**src/shared/wdp_defs.vh**
```
// Constants for the postscaled watchdog timer
// ==========================================================================
// Behaviour
// - Counter runs from internal RC oscillator tick
// - Enabled watchdog forces RC oscillator on
// - Base timeout period is nominally 4 ms
// - 16-bit postscaler counts base period expirations
// - Nonvolatile configuration bits select postscaler tap
// - Periods span 4 ms to 131.072 s
// - Clear or power-down instruction zeroes counts
// - Oscillator frequency field change clears counts
// - Clock failure clears counter and postscaler
// - Software enable works only when configuration disabled
`ifndef WDP_DEFS_VH
`define WDP_DEFS_VH

`define WDP_CLK_HZ 25000000
`define WDP_BASE_PERIOD_US 4000
// RC oscillator ticks in one base period, sized to the base counter width
`define WDP_BASE_CYCLES 17'h186A0
`define WDP_BASE_W 17
`define WDP_POST_W 16
`define WDP_SEL_W 4
`define WDP_SEL_MAX 4'hF
`define WDP_FREQ_W 3
`define WDP_FREQ_HI 6
`define WDP_FREQ_LO 4

`endif

```
**src/rtl/wdp_watchdog.v**
```verilog
// Postscaled watchdog timer, counting internal RC oscillator ticks
`timescale 1ns/1ps
`default_nettype none
`include "wdp_defs.vh"

module wdp_watchdog #(
  parameter [`WDP_BASE_W-1:0] BASE_CYCLES = `WDP_BASE_CYCLES
) (
  input wire SYS_CLK,
  input wire RST_B,
  input wire RC_TICK,
  input wire CFG_WDT_EN,
  input wire [`WDP_SEL_W-1:0] CFG_POST_SEL,
  input wire SW_WDT_EN,
  input wire CLR_WDT_INSTR,
  input wire SLEEP_INSTR,
  input wire IN_POWER_DOWN,
  input wire [`WDP_FREQ_W-1:0] OSC_FREQ_SEL,
  input wire CLOCK_FAIL,
  output reg RC_OSC_EN,
  output reg WDT_ACTIVE,
  output reg WDT_RESET,
  output reg WDT_WAKE,
  output reg [`WDP_POST_W-1:0] POST_COUNT
);

  // ========================================================================
  // Tick input synchroniser
  reg tick_s1_r;
  reg tick_s2_r;
  reg tick_s3_r;
  reg tick_lvl_r;
  wire tick_nxt;
  wire tick_rise;

  always @(posedge SYS_CLK or negedge RST_B) begin
    if (!RST_B) begin
      tick_s1_r <= 1'b0;
      tick_s2_r <= 1'b0;
      tick_s3_r <= 1'b0;
      tick_lvl_r <= 1'b0;
    end else begin
      tick_s1_r <= RC_TICK;
      tick_s2_r <= tick_s1_r;
      tick_s3_r <= tick_s2_r;
      tick_lvl_r <= tick_nxt;
    end
  end

  assign tick_nxt = (tick_s2_r == tick_s3_r) ? tick_s3_r : tick_lvl_r;
  assign tick_rise = tick_nxt & ~tick_lvl_r;

  // ========================================================================
  // Enable and clear sources
  reg [`WDP_FREQ_W-1:0] freq_r;
  reg freq_valid_r;
  wire enable;
  wire freq_change;
  wire clear_all;

  assign enable = CFG_WDT_EN | SW_WDT_EN;
  assign freq_change = freq_valid_r & (OSC_FREQ_SEL != freq_r);
  assign clear_all = CLR_WDT_INSTR | SLEEP_INSTR | freq_change | CLOCK_FAIL | ~enable;

  always @(posedge SYS_CLK or negedge RST_B) begin
    if (!RST_B) begin
      freq_r <= {`WDP_FREQ_W{1'b0}};
      freq_valid_r <= 1'b0;
    end else begin
      freq_r <= OSC_FREQ_SEL;
      freq_valid_r <= 1'b1;
    end
  end

  // ========================================================================
  // Base counter and postscaler
  reg [`WDP_BASE_W-1:0] base_r;
  reg [`WDP_POST_W-1:0] post_r;
  reg [`WDP_POST_W-1:0] post_nxt;
  reg [`WDP_BASE_W-1:0] base_nxt;
  wire base_exp;
  wire [`WDP_POST_W:0] post_sum;
  wire [`WDP_POST_W:0] carry;
  wire timeout;

  assign base_exp = enable & tick_rise & (base_r == BASE_CYCLES - 1'b1);
  assign post_sum = {1'b0, post_r} + {{`WDP_POST_W{1'b0}}, 1'b1};

  // Carry out of each stage; a tap fires when all lower stages roll over
  assign carry[0] = base_exp;
  genvar gi;
  generate
    for (gi = 0; gi < `WDP_POST_W; gi = gi + 1) begin : g_carry
      assign carry[gi+1] = carry[gi] & post_r[gi];
    end
  endgenerate

  assign timeout = enable & ~clear_all & carry[CFG_POST_SEL];

  always @* begin
    base_nxt = base_r;
    post_nxt = post_r;
    if (clear_all || timeout) begin
      base_nxt = {`WDP_BASE_W{1'b0}};
      post_nxt = {`WDP_POST_W{1'b0}};
    end else if (tick_rise) begin
      if (base_exp) begin
        base_nxt = {`WDP_BASE_W{1'b0}};
        post_nxt = post_sum[`WDP_POST_W-1:0];
      end else begin
        base_nxt = base_r + 1'b1;
      end
    end
  end

  always @(posedge SYS_CLK or negedge RST_B) begin
    if (!RST_B) begin
      base_r <= {`WDP_BASE_W{1'b0}};
      post_r <= {`WDP_POST_W{1'b0}};
    end else begin
      base_r <= base_nxt;
      post_r <= post_nxt;
    end
  end

  // ========================================================================
  // Registered outputs
  always @(posedge SYS_CLK or negedge RST_B) begin
    if (!RST_B) begin
      RC_OSC_EN <= 1'b0;
      WDT_ACTIVE <= 1'b0;
      WDT_RESET <= 1'b0;
      WDT_WAKE <= 1'b0;
      POST_COUNT <= {`WDP_POST_W{1'b0}};
    end else begin
      RC_OSC_EN <= enable;
      WDT_ACTIVE <= enable;
      WDT_RESET <= timeout & ~IN_POWER_DOWN;
      WDT_WAKE <= timeout & IN_POWER_DOWN;
      POST_COUNT <= post_nxt;
    end
  end

endmodule
`default_nettype wire

```
**config.mk**
```make
export PLATFORM = sky130hd
export DESIGN_NAME = wdp_watchdog
export DESIGN_NICKNAME = d
export VERILOG_FILES = /design/src/rtl/wdp_watchdog.v
export VERILOG_INCLUDE_DIRS = /design/src /design/src/shared
export SDC_FILE = /design/constraint.sdc
export NUM_CORES = 1
export LEC_CHECK = 0
export ABC_CLOCK_PERIOD_IN_PS = 3340
export BUFFER_PORTS_ARGS = -buffer_cell sky130_fd_sc_hd__buf_2
export CAP_MARGIN = 0
export CORE_MARGIN = 2
export CORE_UTILIZATION = 35
export CTS_BUF_LIST = sky130_fd_sc_hd__clkbuf_16
export DETAILED_ROUTE_END_ITERATION = 10
export PLACE_DENSITY_LB_ADDON = 0.08
export SYNTH_ARGS = -nofsm -noshare
export SYNTH_HDL_FRONTEND = slang
export SYNTH_SLANG_ARGS = --single-unit
```
**constraint.sdc**
```tcl
create_clock -name SYS_CLK -period 3.34 [get_ports SYS_CLK]
set_input_delay 0.167 -clock SYS_CLK [delete_from_list [all_inputs] [get_ports SYS_CLK]]
set_output_delay 0.167 -clock SYS_CLK [all_outputs]
set_load 0.02 [all_outputs]
```
### Yosys cells after proc, flatten, opt, wreduce, memory -nomap -nowiden

Index checks and enable logic that the tools add are counted.

* flip-flop bits (word level): 44
* output and inout port bits: 20
* word-level logic and storage cells: 62

* add/subtract/negate cells: 2
* magnitude comparators: 1
* equality and inequality tests: 3
* mux-type cells: 9
* bitwise gates (word level): 32
* reduce and logical (&&, ||, !) cells: 4

Operators by type and width (count)
* 2-to-1 mux 17 bit: 3
* 2-to-1 mux 16 bit: 3
* bitwise AND 1 bit: 23
* adder 17 x 1 -> 17 bit, second input constant: 1
* == test 17 bit, second input constant: 1
* adder 16 x 1 -> 16 bit, second input constant: 1
* less-than comparator 4 x 6 -> 1 bit, second input constant: 1
* OR 1 bit: 5
* binary-select mux 1 bit (select 4 bit): 1
* NOT 1 bit: 4
* nonzero test 2 bit: 2
* != test 3 bit: 1
* 2-to-1 mux 1 bit: 2
* AND reduction 2 bit: 1
* == test 1 bit: 1
* logical OR 1 bit: 1

### Depth between registers and ports, before layout

Gate-level depths: netlist (run 1).

* depth after elaboration: 26
* depth in mapped cells: 8

### Worst setup path before layout (run 1)

OpenSTA, ideal clock, no wires.

* path type: register to register
* start point: register, netlist name POST_COUNT[0]
* end point: register POST_COUNT[4]
* setup time: 119 ps
* arrival time: 1769 ps
* data required time: 3221 ps
* path slack: 1452 ps
* stages on the path, launching flop included: 8
* path buffers: 1
* cell sequence: dfrtp_1 -> nand2_1 -> o41ai_2 -> a31oi_1 -> o32a_4 -> o21ai_4 -> buf_6 -> nor2_1

RTL lines
* end signal: assignment: line wdp_watchdog.v:134 `` POST_COUNT <= {`WDP_POST_W{1'b0}}; ``
* end signal: assignment: line wdp_watchdog.v:140 `POST_COUNT <= post_nxt;`
* end: declaration: line wdp_watchdog.v:24 `` output reg [`WDP_POST_W-1:0] POST_COUNT ``

### Final worst setup path (run 1)

* start point: register freq_r[0]
* end point: register POST_COUNT[15]

* word-level cells in the longest chain between the ends: 11

RTL lines
* start: declaration: line wdp_watchdog.v:55 `` reg [`WDP_FREQ_W-1:0] freq_r; ``
* start signal: assignment: line wdp_watchdog.v:67 `` freq_r <= {`WDP_FREQ_W{1'b0}}; ``
* != test 3 bit (*): line wdp_watchdog.v:62 `assign freq_change = freq_valid_r & (OSC_FREQ_SEL != freq_r);`
* bitwise AND 1 bit (*): line wdp_watchdog.v:62
* OR 1 bit (*) (3 in series): line wdp_watchdog.v:63 `assign clear_all = CLR_WDT_INSTR | SLEEP_INSTR | freq_change | CLOCK_FAIL | ~enable;`
* NOT 1 bit: line wdp_watchdog.v:98 `assign timeout = enable & ~clear_all & carry[CFG_POST_SEL];`
* bitwise AND 1 bit (2 in series): line wdp_watchdog.v:98
* logical OR 1 bit (*): line wdp_watchdog.v:103 `if (clear_all || timeout) begin`
* nonzero test 2 bit (no line)
* AND reduction 2 bit (no line)

Every way passes the cells marked *; elsewhere a longest branch is shown, timed or not.
A chain may end at the register's enable or synchronous reset.

==> results.md, run 1 <==
* Gr usage total at 14.81%
* Post-synth top cells: dfrtp_1 (44), nor2_1 (37), nand2_1 (18)
* CP max FO at 17
* WS Path Type: reg2reg
* Final Hold Viols at 0
* Lkg Pwr at 1.135 nW
* Max Clock Freq at 411.3 MHz
* R2R cell count at 6
* First-pass GRT wire length at 8369 um
* Root buffer cell: clkbuf_16
* Clk slew on worst S/H paths at 0.06 ns
* Post-synthesis mux area share at 0%
* Flop pwr share at 47.3%
* PwrDens at 430.6 nW/um^2
* Reg-to-reg critical path endpoint: POST_COUNT[15]
* Initial antenna violation count at 0
* Clk_lat worst skew at 0.28 ns
* Internal power at 0.9093 mW
* TritonRoute pass-1 iters at 4
* Actual slew at the worst max-slew pin at 0.9865 ns
* Adder-cell share of the synthesized area at 1.558%
* CP Data Arrival Time at 2.59 ns
* Status: finished clean
* Leading area contributor after synthesis: dfrtp_1
* Buf/Inv on CP at 0
* Synthesized area at 2248 um^2
* Slowest CP cell: and2_1
* Routability cong. at 0.7958
* GR Util met2 at 21.28%
* Wirelength per Cell at 14.53 um
* H-tree levels at 2
* Clock power share at 48.0%
* Share of layout cells above drive strength 1 at 19.10%
* CP max stage delay at 0.47 ns
* Required @ worst endpoint at 3.49 ns
* Synthesized-area fraction occupied by and/or/nand/nor cells at 24.65%
* Synth Area per Inst at 9.861 um^2
* Slew Limit Fails at 0
* Net Sw Frac at 20.76%
* Worst Clk Skew at 0.007118 ns
* Tmin final at 2.431 ns
* ANT nets after route at 0
* Die Height at 84.15 um
* HP Start: OSC_FREQ_SEL[2]
* Die X at 84.15 um
* Die Area at 7081 um^2
* Total CTS buffers at 5
* ANT cells at 0
* Setup crit start kind: flop
* Nets at 284
* Number of flops mapped to enable cells by yosys at 0
* Most frequent cell after synthesis: dfrtp_1
* RSZ-0062 raised after global routing: no
* Clock Sinks at 44
* Core area at 6277 um^2
* Hold path depth at 1
* Row count at 29
* Top delay family on crit path: simple AND/OR/NAND/NOR gates
* Sw power at 0.2382 mW
* Sum Neg Setup Slack at 0 ns
* Dominant synthesized flop cell: dfrtp_1
* Main combinational cell family by area after synthesis: simple AND/OR/NAND/NOR gates
* Routed WL at 4999 um
* DPL Wire Length at 3505 um
* Via/cell ratio at 5.061
* Congestion Overflow GR at 0
* Area growth syn-to-layout at 18.53%
* PostCTS Resize Cnt at 0
* Sequential-to-total area share from yosys stat at 48.97%
* Compound-Gate Fraction of Synth Area at 10.18%
* GRT met1 Usage at 23.10%
* Slew margin rel. at 34.23%
* Iter 0 DRT Violations at 62
* Max_cap viols at 0
* Register bit count reported by yosys at 44
* Synth area leaders: dfrtp_1 (49%), xnor2_1 (6.2%), nor2_1 (6.2%), xor2_1 (5.5%), nand3_1 (3.8%)
* Via Count at 1741
* WHS Endpoint: freq_r[2]
* Combinational share of power at 4.7%
* Synth cell types at 45
* Setup violators final at 0
* Mapped Cells at 228
* Ys Warns at 0
* Vias in the first global route at 1600
* Syn Nets at 246
* DRC viols at 0
* Count of port buffers added during placement at 35
* Top cell type's share of synthesized area at 48.97%
* Final Cycle Share at 72.79%
* Max IR drop VDD at 287.5 uV
* Clock Path Buffers at 2
* I/O pins at 36
* Most used routing layer: met1
* Crit-path cells: xor2_1 -> o31ai_1 -> and2_1 -> nand2_1 -> a41oi_1 -> nor2_1
* Starting density of the core at 35.82%
* Async SR Flop Fraction at 100.0%
* R2R setup slack at 0.91 ns
* Post-Synth XOR/XNOR Area at 11.69%
* Routing usage on met3 at 3.540%
* R2R Path Start: freq_r[0]
* Crit. End Element: flop
* Worst hold path type: in2reg
* Largest net degree at the start of global routing at 45
* CTS tree: done
* Final Core Density at 42.46%
==> routing by layer <==
metal  wire, um  part of all wire (%)
met5          0                     0
met2       2117                    42
met1       2692                    54
met4         24                  0.48
met3        164                   3.3
==> per-stage QoR <==
stage	hold slack [ns]	cell area, um^2	instances	total power, mW	setup WS (ns)
global placement	0.2785	2487	335	0.6068	0.8814
detailed placement	0.2767	2487	335	0.6075	0.8392
finish	0.02091	2665	344	1.148	0.9087
global route	0.01442	2665	344	1.194	0.6645
floorplan	-0.1286	2248	228	0.5785	1.452
CTS	0.01662	2665	344	1.168	0.8444
==> cell usage in the layout, fill, tap and decap left out, types with 6 or more instances in the layout <==
cell type / netlist / routed
dfrtp_1: 44 / 44
buf_2: 2 / 35
nand4_1: 6 / 6
xnor2_1: 16 / 16
nand3_1: 17 / 17
nor2_1: 37 / 37
inv_1: 6 / 6
xor2_1: 14 / 14
nand2_1: 18 / 18
a21oi_1: 11 / 11
and3_1: 6 / 6
==> registers in the layout, summed over array words and instances (netlist names) <==
name / flops
POST_COUNT: 16
WDT_ACTIVE: 1
WDT_RESET: 1
WDT_WAKE: 1
base_r: 17
freq_r: 3
freq_valid_r: 1
tick_lvl_r: 1
tick_s1_r: 1
tick_s2_r: 1
tick_s3_r: 1
==> worst reg2reg max path: cells and delay by family, from the launching register on <==
family | cells | cell delay (ns)
AO/OA/AOI/OAI | 2 | 0.80
XOR/XNOR | 1 | 0.15
flip-flops | 1 | 0.37
AND/OR/NAND/NOR | 3 | 0.99
==> power by group through the flow <==
stage | combinational (mW) | sequential [mW] | clock [mW]
6_report | 0.0535 | 0.543 | 0.551
5_1_grt | 0.0601 | 0.543 | 0.591
4_1_cts | 0.0555 | 0.543 | 0.570
3_5_place_dp | 0.0546 | 0.553 | 0
3_3_place_gp | 0.0540 | 0.553 | 0
2_1_floorplan | 0.0252 | 0.553 | 0
==> area by class of cell <==
| cell class | count | area [um^2] |
|---|---|---|
| clock buffer | 5 | 125.1 |
| multi-input combinational | 172 | 1085 |
| inverter | 6 | 22.52 |
| clock inverter | 3 | 42.54 |
| tap | 77 | 96.34 |
| timing repair buffer | 37 | 192.7 |
| sequential | 44 | 1101 |
| fill | 608 | 3612 |
==> logic make-up (layout without fill, tap and decap cells) <==
group                    after synthesis  after routing
adder cells (fa/ha/maj)                3              3
buffers and inverters                 12             51
XOR/XNOR                              30             30
flip-flops                            44             44
other                                  1              1
AND/OR/NAND/NOR                      107            107
AO/OA/AOI/OAI                         31             31
==> what timing repair did <==
| item | CTS | global route |
|---|---|---|
| hold endpoints to repair | 1 | 0 |
| buffers inserted | 0 | 0 |
| hold buffers | 1 | 0 |
==> worst max-delay path by stage <==
stage	startpoint	end	slack, ns	depth (start not counted)
finish	freq_r[0]	POST_COUNT[15]	0.91	6
detailed placement	freq_r[0]	POST_COUNT[15]	0.84	6
CTS	freq_r[0]	POST_COUNT[15]	0.84	6
floorplan	POST_COUNT[0]	POST_COUNT[4]	1.45	7
global route	freq_r[0]	POST_COUNT[15]	0.66	6
global placement	freq_r[0]	POST_COUNT[15]	0.88	6
Power figures use the tool's default switching activity.
==> inputs of run 2 (changes only) <==
- ABC_CLOCK_PERIOD_IN_PS: 3340 -> 2100
- clock period: 3.34 -> 2.1 ns (I/O delays scaled with it)
==> results.md, run 2 (synthesized netlist as in run 1, its figures left out) <==
* Status: finished clean
* Most frequent cells in the layout: dfrtp_1 (44), nor2_1 (37), buf_2 (35)
* Congestion Overflow GR at 0
* Count of port buffers added during placement at 35
* Die X at 84.15 um
* Tmin final at 1.924 ns
* R2R cell count at 7
* Lkg Pwr at 1.214 nW
* WS Path Type: reg2reg
* Combinational share of power at 5.5%
* Starting density of the core at 35.82%
* Max Clock Freq at 519.7 MHz
* Clk_lat worst skew at 0.29 ns
* Setup violators final at 0
* Internal power at 1.462 mW
* GRT met1 Usage at 22.72%
* ANT cells at 0
* CP max FO at 14
* Setup crit start kind: flop
* CP Data Arrival Time at 2.09 ns
* DPL Wire Length at 3586 um
* Iter 0 DRT Violations at 106
* Required @ worst endpoint at 2.27 ns
* Commonest non-fill, non-tap cell in the layout: dfrtp_1
* Net Sw Frac at 21.35%
* Final WS setup at 0.1757 ns
* Clk slew on worst S/H paths at 0.06 ns
* Dpl ws at 0.1988 ns
* Die Height at 84.15 um
* Slew Limit Fails at 0
* Worst Clk Skew at 0.003307 ns
* CTS tree: done
* Routability cong. at 0.7635
* H-tree levels at 2
* Total CTS buffers at 5
* Routed WL at 5115 um
* Die Area at 7081 um^2
* Post-CTS Setup Bufs at 0
* Sw power at 0.3969 mW
* R2R Path Start: POST_COUNT[3]
* Sum Neg Setup Slack at 0 ns
* Final std cells w/o fill at 358
* Largest net degree at the start of global routing at 24
* Flop pwr share at 46.5%
* Max FFs per register at 17
* R2R setup slack at 0.18 ns
* Final Cycle Share at 91.63%
* GR Util met2 at 22.87%
* Total Power at 1.859 mW
* Fillcell total at 614
* Slew margin rel. at 59.16%
* Wirelength per Cell at 14.29 um
* Multi-input gate area at 1089 um^2
* TritonRoute pass-1 iters at 4
* Gr usage total at 15.58%
* Root buffer cell: clkbuf_16
* Clock power share at 48.0%
* Row count at 29
* First-pass GRT wire length at 8797 um
* Share of layout cells above drive strength 1 at 21.35%
* Worst hold path type: in2reg
* Final Hold Viols at 0
* I/O pins at 36
* Most used routing layer: met2
* Max IR drop VDD at 322.8 uV
* Top reg by flops: base_r
* Core area at 6277 um^2
* Critical Path Sink: POST_COUNT[6]
* Sequential cell area at 1101 um^2
* Final Core Density at 44.79%
* Placed cell count at 344
* Reg-to-reg critical path endpoint: POST_COUNT[6]
* Via/cell ratio at 4.972
* Via Count at 1780
* Initial antenna violation count at 0
* Nets at 298
* Clock Path Buffers at 2
* Routing usage on met3 at 3.343%
* Actual slew at the worst max-slew pin at 0.6070 ns
* DRC viols at 0
* Crit. End Element: flop
* RSZ-0062 raised after global routing: no
* ANT nets after route at 0
* Max_cap viols at 0
* Clock Sinks at 44
* Crit path from: POST_COUNT[3]
* Largest regs: base_r: 17 flops, POST_COUNT: 16 flops, freq_r: 3 flops
* Vias in the first global route at 1733
* Area growth syn-to-layout at 25.04%
* PwrDens at 661.1 nW/um^2
## run 2: layout make-up
class,instances,area share (%)
clock buffer,5,4.450
inverter,6,0.8011
multi-input combinational,172,38.72
sequential,44,39.16
timing repair buffer,51,11.93
tap,77,3.427
clock inverter,3,1.513
## run 2: worst max-delay path: stages (launching register included)
cell and delay (ns):
dfrtp_1 0.47, nand4_2 0.22, nor2_1 0.21, a31oi_1 0.12, o32a_4 0.40, o21ai_4 0.17, buf_12 0.16, a21oi_1 0.05
## run 2: metrics by stage
step	cell area, um^2	hold WS, ns
after floorplan	2248	-0.1906
after global placement	2580	0.1279
after detailed placement	2580	0.1364
after CTS	2808	0.03621
after global routing	2811	0.03819
final	2811	0.03213
## run 2: power by group through the flow
stage                     combinational [mW]  clock, mW  sequential (mW)
after floorplan                       0.0401          0            0.880
after CTS                              0.106      0.913            0.864
after global placement                0.0972          0            0.879
after global routing                   0.115      0.953            0.864
after detailed placement              0.0975          0            0.880
final                                  0.103      0.892            0.864
## run 2: how the worst min path moves through the flow
stage | startpoint | to | slack [ns] | cells after the start
6_report | CFG_WDT_EN | WDT_ACTIVE | 0.03 | 3
5_1_grt | CFG_WDT_EN | WDT_ACTIVE | 0.04 | 3
4_1_cts | CFG_WDT_EN | WDT_ACTIVE | 0.04 | 3
3_5_place_dp | RST_B | base_r[11] | 0.14 | 1
3_3_place_gp | RST_B | base_r[8] | 0.13 | 1
2_1_floorplan | RST_B | POST_COUNT[0] | -0.19 | 0
## run 2: routing by layer
metal	share of wire, %	up-vias
met5	0	-
met4	1.5	0
met3	2.9	6
met2	44	28
met1	51	854
li1	-	892
## run 2: what timing repair did
| item | 4_1_cts | 5_1_grt |
|---|---|---|
| endpoints found under the setup margin | 0 | 1 |
| hold buffers | 6 | 0 |
| hold endpoints to repair | 26 | 0 |
| gates resized for setup | 0 | 1 |
